**src/inc/sctx_pkg.sv**
```systemverilog
// constants for the stream-to-context and tlb sync register bank
// assumes a single ahb-lite slave port and one clock domain
// Operation
// - status bit 0 shows sync in progress
// - status is read-only, upper bits reserved
// - sync write completes earlier accepted invalidations
// - sync and status banked per security state
// - secure aliases reach non-secure sync and status
// - sync register write-only, data ignored
// - matching group gives initial context, type 17:16
// - unimplemented group slots read zero, ignore writes
// - extended matching maps onto last 128 groups
// - group registers read-write, reset undefined
// - transient override in bits 29:28
// - fetch kind override in bits 27:26
// - writes always marked as data downstream
// - privilege override 25:24, code 01 access-never
// - hypervisor and monitor banks marked privileged
// - write-allocate override in bits 23:22
// - read-allocate override in bits 21:20
// - security override 19:18 only in secure groups
// - type decode translate, bypass, fault, fault
// - bits 7:0 select context bank
// - attribute code 15:12 used only when select set
// - fault context type raises invalid context fault
`default_nettype none
package sctx_pkg;
    // byte offsets within the register page
    localparam logic [11:0] OFF_NS_SYNC = 12'h000;
    localparam logic [11:0] OFF_NS_STAT = 12'h004;
    localparam logic [11:0] OFF_AL_SYNC = 12'h008;
    localparam logic [11:0] OFF_AL_STAT = 12'h00C;
    localparam logic [11:0] OFF_SEC_GRP = 12'h010;
    localparam logic [11:0] OFF_S2CR = 12'h400;
    // field positions of a stream-to-context word
    localparam int F_TRANS = 28;
    localparam int F_FETCH = 26;
    localparam int F_PRIV = 24;
    localparam int F_WALLOC = 22;
    localparam int F_RALLOC = 20;
    localparam int F_SEC = 18;
    localparam int F_TYPE = 16;
    localparam int F_MATTR = 12;
    localparam int F_MTSEL = 11;
    localparam int F_SHARE = 8;
    localparam int F_CONTEXT_BANK_INDEX = 0;
    // implemented bits; 31:30 and 10 are not stored
    localparam logic [31:0] S2CR_WMASK = 32'h3FFF_FBFF;
    localparam logic [31:0] SEC_FIELD_MASK = 32'h000C_0000;
    // override codes shared by the two-bit override fields in bits 29:18
    localparam logic [1:0] OV_DEFAULT = 2'h0;
    localparam logic [1:0] OV_RSVD = 2'h1;
    localparam logic [1:0] OV_LOW = 2'h2;
    localparam logic [1:0] OV_HIGH = 2'h3;
    // number of groups the extended map places last
    localparam int EXT_TAIL = 128;
    // initial context types
    typedef enum logic [1:0] {
        CTX_TRANSLATE = 2'h0,
        CTX_BYPASS = 2'h1,
        CTX_FAULT = 2'h2,
        CTX_FAULT_RSVD = 2'h3
    } sctx_ctx_t;
    // bus slave sequencing, one-hot
    typedef enum logic [2:0] {
        BS_IDLE = 3'b001,
        BS_RD_WAIT = 3'b010,
        BS_RD_DONE = 3'b100
    } sctx_bus_t;
endpackage : sctx_pkg
`default_nettype wire

```
**src/rtl/sctx_regs.sv**
```systemverilog
// tlb sync banks and per-group stream-to-context registers
// assumes ahb-lite single word transfers and invalidation events from the tlb
//
// The AHB-Lite register port and the placing of the registers are this design's own decisions.
`default_nettype none
module sctx_regs #(
    parameter int N_GROUPS = 16,
    parameter int N_IMPL = 16,
    parameter int CNT_W = 8,
    parameter int EXT_TOTAL = 1024
) (
    input wire logic hclk,
    input wire logic hresetn,
    input wire logic ce,
    input wire logic hsel,
    input wire logic [11:0] haddr,
    input wire logic [1:0] htrans,
    input wire logic hwrite,
    input wire logic [2:0] hsize,
    input wire logic hnonsec,
    input wire logic [31:0] hwdata,
    input wire logic hready,
    output logic hreadyout,
    output logic hresp,
    output logic [31:0] hrdata,
    input wire logic inv_accept,
    input wire logic inv_accept_nonsec,
    input wire logic inv_done,
    input wire logic inv_done_nonsec,
    input wire logic access_never_support_flag,
    input wire logic ext_match_enable,
    input wire logic txn_valid,
    input wire logic [9:0] txn_group,
    input wire logic txn_write,
    input wire logic txn_instr,
    input wire logic txn_priv,
    input wire logic txn_transient,
    input wire logic txn_walloc,
    input wire logic txn_ralloc,
    input wire logic txn_nonsec,
    input wire logic [1:0] txn_share,
    input wire logic [3:0] txn_mattr,
    input wire logic txn_hyp_mon_bank,
    output logic out_valid,
    output logic [1:0] out_ctx_type,
    output logic [7:0] out_cb_index,
    output logic out_fault,
    output logic out_instr,
    output logic out_priv,
    output logic out_pan,
    output logic out_transient,
    output logic out_walloc,
    output logic out_ralloc,
    output logic out_nonsec,
    output logic [1:0] out_share,
    output logic [3:0] out_mattr,
    output logic sync_active_ns,
    output logic sync_active_s
);
    localparam int GW = $clog2(N_GROUPS + 1);
    localparam int IW = $clog2(N_GROUPS);
    localparam logic [9:0] EXT_BASE = 10'(EXT_TOTAL - sctx_pkg::EXT_TAIL);

    sctx_pkg::sctx_bus_t bus_r; // slave sequencing state
    logic [11:0] dp_addr_r; // latched address of data phase
    logic dp_wr_r; // write data phase pending
    logic dp_sec_r; // latched access security, 1 = secure
    logic [31:0] hrdata_r; // registered read data
    logic [31:0] rd_nxt; // read value before capture
    logic [31:0] s2cr_r [N_GROUPS]; // group registers, no reset
    logic [GW-1:0] sec_cnt_r; // groups below this index are secure
    logic [1:0] flag_r; // sync active, index 0 non-secure, 1 secure
    logic [CNT_W-1:0] outst_r [2]; // invalidations still running
    logic [CNT_W-1:0] pend_r [2]; // of those, accepted before the sync
    logic [1:0] sync_wr; // sync write strobe per bank
    logic [1:0] acc_b; // accepted invalidation per bank
    logic [1:0] done_b; // completed invalidation per bank
    logic addr_take; // address phase accepted this cycle
    logic in_s2cr; // data phase address hits group window
    logic [IW-1:0] widx; // group index from bus address
    logic w_ok; // group slot exists and access may reach it

    // address phase is taken only when the bus is ready
    assign addr_take = ce & hsel & htrans[1] & hready;
    assign hresp = 1'b0;
    // read stalls one cycle so the read sees completed writes; ce low stalls a pending write or a read
    assign hreadyout = (bus_r == sctx_pkg::BS_IDLE) ? (ce | ~dp_wr_r) :
                       (bus_r == sctx_pkg::BS_RD_DONE) & ce;
    assign hrdata = hrdata_r;

    // group window decode and access permission
    assign in_s2cr = dp_addr_r[11:10] == sctx_pkg::OFF_S2CR[11:10];
    assign widx = dp_addr_r[IW+1:2];
    // missing slots and secure groups from non-secure are inert
    assign w_ok = in_s2cr && (dp_addr_r[9:2] < 8'(N_IMPL)) &&
                  (dp_sec_r || ({1'b0, widx} >= (IW+1)'(sec_cnt_r)));

    // bus sequencing: latch address, then write or stall for read
    always_ff @(posedge hclk or negedge hresetn) begin
        if (!hresetn) begin
            bus_r <= sctx_pkg::BS_IDLE;
            dp_addr_r <= 12'h000;
            dp_wr_r <= 1'b0;
            dp_sec_r <= 1'b0;
        end else if (ce) begin
            unique case (bus_r)
                sctx_pkg::BS_IDLE: begin
                    dp_wr_r <= addr_take & hwrite;
                    if (addr_take) begin
                        dp_addr_r <= haddr;
                        dp_sec_r <= ~hnonsec;
                    end
                    if (addr_take & ~hwrite) begin
                        bus_r <= sctx_pkg::BS_RD_WAIT;
                    end
                end
                sctx_pkg::BS_RD_WAIT: begin
                    bus_r <= sctx_pkg::BS_RD_DONE;
                end
                sctx_pkg::BS_RD_DONE: begin
                    // next address phase may overlap the read completion
                    dp_wr_r <= addr_take & hwrite;
                    if (addr_take) begin
                        dp_addr_r <= haddr;
                        dp_sec_r <= ~hnonsec;
                    end
                    bus_r <= (addr_take & ~hwrite) ? sctx_pkg::BS_RD_WAIT :
                             sctx_pkg::BS_IDLE;
                end
            endcase
        end
    end

    // sync strobes: own bank, or ns bank via secure alias
    always_comb begin
        sync_wr = 2'b00;
        if (dp_wr_r && bus_r == sctx_pkg::BS_IDLE) begin
            if (dp_addr_r == sctx_pkg::OFF_NS_SYNC) begin
                sync_wr[dp_sec_r] = 1'b1;
            end else if (dp_addr_r == sctx_pkg::OFF_AL_SYNC && dp_sec_r) begin
                sync_wr[0] = 1'b1;
            end
        end
    end

    // invalidation events sorted by security state
    assign acc_b = {inv_accept & ~inv_accept_nonsec, inv_accept & inv_accept_nonsec};
    assign done_b = {inv_done & ~inv_done_nonsec, inv_done & inv_done_nonsec};

    // per-bank tracking; completions come in acceptance order
    always_ff @(posedge hclk or negedge hresetn) begin
        if (!hresetn) begin
            flag_r <= 2'b00;
            for (int b = 0; b < 2; b++) begin
                outst_r[b] <= '0;
                pend_r[b] <= '0;
            end
        end else if (ce) begin
            for (int b = 0; b < 2; b++) begin
                outst_r[b] <= outst_r[b] + CNT_W'(acc_b[b]) - CNT_W'(done_b[b]);
                if (sync_wr[b]) begin
                    // snapshot what was accepted before this write
                    pend_r[b] <= outst_r[b] - CNT_W'(done_b[b]);
                    flag_r[b] <= 1'b1;
                end else begin
                    if (done_b[b] && pend_r[b] != '0) begin
                        pend_r[b] <= pend_r[b] - CNT_W'(1);
                    end
                    // set beats clear: a new sync keeps the flag up
                    if (flag_r[b] && pend_r[b] == '0) begin
                        flag_r[b] <= 1'b0;
                    end
                end
            end
        end
    end
    assign sync_active_ns = flag_r[0];
    assign sync_active_s = flag_r[1];

    // secure group boundary, writable from secure side only
    always_ff @(posedge hclk or negedge hresetn) begin
        if (!hresetn) begin
            sec_cnt_r <= '0;
        end else if (ce && dp_wr_r && bus_r == sctx_pkg::BS_IDLE && dp_sec_r &&
                     dp_addr_r == sctx_pkg::OFF_SEC_GRP) begin
            sec_cnt_r <= (hwdata[GW-1:0] > GW'(N_GROUPS)) ? GW'(N_GROUPS) :
                         hwdata[GW-1:0];
        end
    end

    // group register writes; reset value left undefined
    always_ff @(posedge hclk) begin
        if (ce && dp_wr_r && bus_r == sctx_pkg::BS_IDLE && w_ok) begin
            if (dp_sec_r && {1'b0, widx} < (IW+1)'(sec_cnt_r)) begin
                s2cr_r[widx] <= hwdata & sctx_pkg::S2CR_WMASK;
            end else begin
                // security field is reserved in non-secure groups
                s2cr_r[widx] <= hwdata & sctx_pkg::S2CR_WMASK &
                                ~sctx_pkg::SEC_FIELD_MASK;
            end
        end
    end

    // read mux; sync words read zero, status has only bit 0
    always_comb begin
        rd_nxt = 32'h0000_0000;
        if (in_s2cr) begin
            rd_nxt = w_ok ? s2cr_r[widx] : 32'h0000_0000;
        end else begin
            unique case (dp_addr_r)
                sctx_pkg::OFF_NS_STAT: rd_nxt = {31'h0, flag_r[dp_sec_r]};
                sctx_pkg::OFF_AL_STAT: rd_nxt = {31'h0, flag_r[0] & dp_sec_r};
                sctx_pkg::OFF_SEC_GRP: rd_nxt = dp_sec_r ? 32'(sec_cnt_r) : 32'h0000_0000;
                default: rd_nxt = 32'h0000_0000;
            endcase
        end
    end

    // read data captured at the edge that ends the stall cycle
    always_ff @(posedge hclk or negedge hresetn) begin
        if (!hresetn) begin
            hrdata_r <= 32'h0000_0000;
        end else if (ce && bus_r == sctx_pkg::BS_RD_WAIT) begin
            hrdata_r <= rd_nxt;
        end
    end

    // transaction side: group lookup and attribute override
    logic [9:0] grp; // register slot for the incoming group
    logic grp_ok; // slot implemented
    logic [31:0] cfg; // selected group word
    logic grp_sec; // group belongs to secure side
    logic [1:0] ov_tr, ov_fk, ov_pr, ov_wa, ov_ra, ov_sc; // override fields

    // extended matching maps registers onto the last groups
    assign grp = ext_match_enable ? (txn_group - EXT_BASE) : txn_group;
    assign grp_ok = (!ext_match_enable || txn_group >= EXT_BASE) &&
                    (grp < 10'(N_IMPL));
    assign cfg = grp_ok ? s2cr_r[grp[IW-1:0]] : 32'h0000_0000;
    assign grp_sec = {1'b0, grp} < 11'(sec_cnt_r);
    assign ov_tr = cfg[sctx_pkg::F_TRANS+:2];
    assign ov_fk = cfg[sctx_pkg::F_FETCH+:2];
    assign ov_pr = cfg[sctx_pkg::F_PRIV+:2];
    assign ov_wa = cfg[sctx_pkg::F_WALLOC+:2];
    assign ov_ra = cfg[sctx_pkg::F_RALLOC+:2];
    assign ov_sc = cfg[sctx_pkg::F_SEC+:2];

    // registered outputs; reserved codes keep the default
    always_ff @(posedge hclk or negedge hresetn) begin
        if (!hresetn) begin
            out_valid <= 1'b0;
            out_ctx_type <= 2'h0;
            out_cb_index <= 8'h00;
            out_fault <= 1'b0;
            out_instr <= 1'b0;
            out_priv <= 1'b0;
            out_pan <= 1'b0;
            out_transient <= 1'b0;
            out_walloc <= 1'b0;
            out_ralloc <= 1'b0;
            out_nonsec <= 1'b0;
            out_share <= 2'h0;
            out_mattr <= 4'h0;
        end else if (ce) begin
            out_valid <= txn_valid;
            out_ctx_type <= cfg[sctx_pkg::F_TYPE+:2];
            out_cb_index <= cfg[sctx_pkg::F_CONTEXT_BANK_INDEX+:8];
            // both fault encodings fault the transaction
            out_fault <= txn_valid &&
                (cfg[sctx_pkg::F_TYPE+:2] == sctx_pkg::CTX_FAULT ||
                 cfg[sctx_pkg::F_TYPE+:2] == sctx_pkg::CTX_FAULT_RSVD);
            // transient hint
            unique case (ov_tr)
                sctx_pkg::OV_LOW: out_transient <= 1'b0;
                sctx_pkg::OV_HIGH: out_transient <= 1'b1;
                default: out_transient <= txn_transient;
            endcase
            // fetch kind never applies to writes
            if (txn_write) begin
                out_instr <= 1'b0;
            end else begin
                unique case (ov_fk)
                    sctx_pkg::OV_LOW: out_instr <= 1'b0;
                    sctx_pkg::OV_HIGH: out_instr <= 1'b1;
                    default: out_instr <= txn_instr;
                endcase
            end
            // privilege; hypervisor and monitor banks always privileged
            out_pan <= (ov_pr == sctx_pkg::OV_RSVD) & access_never_support_flag;
            if (txn_hyp_mon_bank) begin
                out_priv <= 1'b1;
            end else begin
                unique case (ov_pr)
                    sctx_pkg::OV_LOW: out_priv <= 1'b0;
                    sctx_pkg::OV_HIGH: out_priv <= 1'b1;
                    default: out_priv <= txn_priv;
                endcase
            end
            // write allocate: 10 allocate, 11 no allocate
            unique case (ov_wa)
                sctx_pkg::OV_LOW: out_walloc <= 1'b1;
                sctx_pkg::OV_HIGH: out_walloc <= 1'b0;
                default: out_walloc <= txn_walloc;
            endcase
            // read allocate only matters for reads
            unique case (ov_ra)
                sctx_pkg::OV_LOW: out_ralloc <= txn_write ? txn_ralloc : 1'b1;
                sctx_pkg::OV_HIGH: out_ralloc <= txn_write ? txn_ralloc : 1'b0;
                default: out_ralloc <= txn_ralloc;
            endcase
            // security override honoured only in secure groups
            if (grp_sec && ov_sc == sctx_pkg::OV_LOW) begin
                out_nonsec <= 1'b0;
            end else if (grp_sec && ov_sc == sctx_pkg::OV_HIGH) begin
                out_nonsec <= 1'b1;
            end else begin
                out_nonsec <= txn_nonsec;
            end
            // shareability code replaces incoming when non-default
            out_share <= (cfg[sctx_pkg::F_SHARE+:2] == sctx_pkg::OV_DEFAULT) ? txn_share :
                         cfg[sctx_pkg::F_SHARE+:2];
            out_mattr <= cfg[sctx_pkg::F_MTSEL] ? cfg[sctx_pkg::F_MATTR+:4] :
                         txn_mattr;
        end
    end

    // hsize unchecked: word transfers only
    logic unused_ok;
    assign unused_ok = ^{hsize, hwdata[31:GW]};
endmodule : sctx_regs
`default_nettype wire

```
**config.mk**
```make
export PLATFORM = sky130hd
export DESIGN_NAME = sctx_regs
export DESIGN_NICKNAME = d
export VERILOG_FILES = /design/src/inc/sctx_pkg.sv /design/src/rtl/sctx_regs.sv
export SDC_FILE = /design/constraint.sdc
export NUM_CORES = 1
export LEC_CHECK = 0
export ABC_CLOCK_PERIOD_IN_PS = 6000
export BUFFER_PORTS_ARGS = -buffer_cell sky130_fd_sc_hd__buf_4
export CELL_PAD_IN_SITES_DETAIL_PLACEMENT = 1
export CELL_PAD_IN_SITES_GLOBAL_PLACEMENT = 1
export CORE_MARGIN = 5
export CORE_UTILIZATION = 50
export CTS_BUF_LIST = sky130_fd_sc_hd__clkbuf_2 sky130_fd_sc_hd__clkbuf_4 sky130_fd_sc_hd__clkbuf_8
export CTS_CLUSTER_DIAMETER = 120
export DETAILED_ROUTE_END_ITERATION = 12
export PLACE_DENSITY_LB_ADDON = 0.25
export SYNTH_ARGS = -nofsm -noshare
export SYNTH_HDL_FRONTEND = slang
export SYNTH_SLANG_ARGS = --single-unit
```
**constraint.sdc**
```tcl
create_clock -name hclk -period 6 [get_ports hclk]
set_input_delay 0.9 -clock hclk [delete_from_list [all_inputs] [get_ports hclk]]
set_output_delay 0.9 -clock hclk [all_outputs]
set_load 0.03 [all_outputs]
```
==> reports/metrics.cfg <==
[logic_synthesis]
yosysSeqAreaShare_pct = 61.06
synth-seq-cells = 574
syn-mean-instance-area_um2 = 17.33
syn_inst = 1577
synthTopCellsByArea = edfxtp_1 51%, mux4_2 22%, dfrtp_1 10%
ys_warn_count = 0
ys_types = 76
synth_top_area_share_pct = 50.98
synth_ff_type = edfxtp_1
syn_area_um2 = 27330
synth_edf_count = 464
synth-async-reset-ratio_pct = 19.16
synth_area_leader_cell = edfxtp_1

[grt]
grt_pass1_vias = 17730
grt.total_usage_pct = 25.84
antenna_found_initial = 2
grt_pass1_wl_mm = 114.7
grt.overflow.total = 0
grt_max_degree = 75

[critical_path]
startpoint_type = flip-flop
endpoint_kind = flip-flop
critPathArrivalTime_ns = 4.57
path_class = flip-flop to flip-flop
worstPathRequired_ns = 6.35
crit_fanout = 25
path_cells = inv_1 -> ha_1 -> nor2b_1 -> o21ai_0 -> a31oi_4 -> nor2b_1 -> nand3b_1 -> nor3_2 -> buf_4
path_common_cell = nor2b_1
critical_path.max_stage_delay_ns = 1.01
critPathSlowestCell = nor3_2

[routing]
dr_total_vias = 16570
viasPerCell = 6.532
drtPass1Iterations = 5
drcViolationCount = 0
wl_per_cell_um = 30.41
routed_wl_mm = 77.14
antenna_left = 0
initialDrtViolationCount = 1604

[timing]
tightest_slew_ns = 1.158
period_needed_ns = 4.219
clock_skew_ns = 0.02611
finalCritPeriodShare_pct = 70.32
drv_slew = 0
rsz0062_at_grt = no
final.setup.tns_ns = 0
setup_violations = 0
clock.fmax_mhz = 237.0
relSlewSlack_pct = 22.38
hold_viol = 0

[cells_and_area]
area_delta_synth_final_pct = 14.80
fill_cells = 4849
stdcell_count = 2537
final_common_cell = edfxtp_1
nets = 1887
final_cell_mix = 464 x edfxtp_1, 269 x mux4_2, 178 x buf_4
drive_above_1_share_pct = 36.74
regArea_um2 = 16700
multiInputGateArea_um2 = 10070

[placement]
dp_cells = 2352
dpl.hpwl_mm = 48.17
gp_congestion = 0.8199
port_buffers = 136

[die]
dieArea_um2 = 59440
io_pins = 148
core-area_um2 = 54030
die_height_um = 243.8
start_util_pct = 50.59
die_w_um = 243.8
rows = 85

[clock_network]
cts-root-buf = clkbuf_8
cts_inserted_buffers = 97
worstSkewPairLatency_ns = 0.68
cts.repair.resized = 0
clock_sinks = 574
cts_setup_buffers = 0
clk_pin_slew_ns = 0.06
clockBufferDepth = 3
htreeDepth = 3
cts_tree = yes
ctsHoldBuffers = 0

[job]
maxCapViolCount = 0

[worst_hold_path]
hold_path.class = primary input to asynchronous set/reset pin

[pwr]
p_per_area_nw_per_um2 = 375.0
ir_worst_vdd_mv = 0.1987
leakage_nw = 11.13

[outcome]
status = completed

-- area by class of cell --
class                   count  area share, %
diodes                      1       0.007976
clock buffers             147          5.810
clock inverters            37          1.037
inverters                  53         0.6341
multi-input cells         848          32.09
flip-flops and latches    574          53.22
well taps                 696          2.776
repair buffers            181          4.423
-- critical path: cells and delay by family (launching register included) --
kind	cells	cell delay [ns]
simple gates	4	1.95
flops	1	0.73
fa+ha+maj	1	0.25
buf+inv	2	0.59
compound gates	2	0.37
-- power breakdown --
| group | internal [W] | switching [W] |
|---|---|---|
| logic | 0.00154 | 0.00161 |
| registers | 0.00450 | 0.000298 |
| clock network | 0.00217 | 0.00165 |
-- registers in the layout, indices dropped and copies added (netlist names), 2 cells and up --
signal and flops:
s2cr_r 464, sec_cnt_r 5, outst_r 16, out_cb_index 8
out_share 2, out_mattr 4, hrdata 29, pend_r 16
flag_r 2, bus_r 3, out_ctx_type 2, dp_addr_r 12
-- cell usage after synthesis, types with 16 or more instances --
library cell	count
mux2i_1	36
xnor2_1	25
nand3_1	43
a21oi_1	44
buf_4	16
mux4_2	269
buf_2	28
clkbuf_1	43
dfrtp_1	109
nor2_1	59
mux2_2	16
o21ai_0	28
inv_1	52
ha_1	43
nand2_1	93
edfxtp_1	464
-- worst paths after layout --
kind                            depth (start not counted)  slack [ns]       endpoint          from
min in group hclk                                       2        0.40       dp_sec_r       hnonsec
worst max-delay path                                    9        1.78  s2cr_r[1][19]  dp_addr_r[2]
worst min register to register                          2        0.48     hrdata[20]    hrdata[20]
worst min-delay path                                    1        0.25   dp_addr_r[7]       hresetn
max in group asynchronous                               2        4.66   dp_addr_r[2]       hresetn
worst max register to register                          9        1.78  s2cr_r[1][19]  dp_addr_r[2]
-- routing by layer --
layer	track usage (%)	wire, um
met1	33.90	29560
met2	42.50	38270
met5	0	12
met4	7.783	1998
met3	7.442	7301
-- through the flow --
step | util [%] | area [um^2] | worst slack (ns) | power (W) | hold WS, ns
after floorplan | - | 27340 | 1.611 | 0.007177 | 0.4652
after global placement | 54.09 | 29220 | 1.863 | 0.007946 | 0.4646
after detailed placement | 54.09 | 29220 | 1.815 | 0.008036 | 0.4646
after CTS | 58.07 | 31370 | 1.781 | 0.01187 | 0.2696
after global routing | 58.07 | 31380 | 1.598 | 0.01232 | 0.3122
final | 58.07 | 31380 | 1.781 | 0.01177 | 0.2550
-- cells by family (layout without fill, tap and decap cells) --
family                     after synthesis  count (layout)  synth area share (%)
AOI/OAI and AO/OA                      168             168                 4.134
xor gates and xnor gates                27              27                0.8652
adders and majority gates               45              45                 2.115
buffers and inverters                  158             418                 2.600
DFF                                    574             574                 61.06
muxes                                  321             321                 24.14
other                                    1               5               0.01372
and+or+nand+nor                        283             283                 5.072
Note: power is estimated with default switching activity, not from simulation.
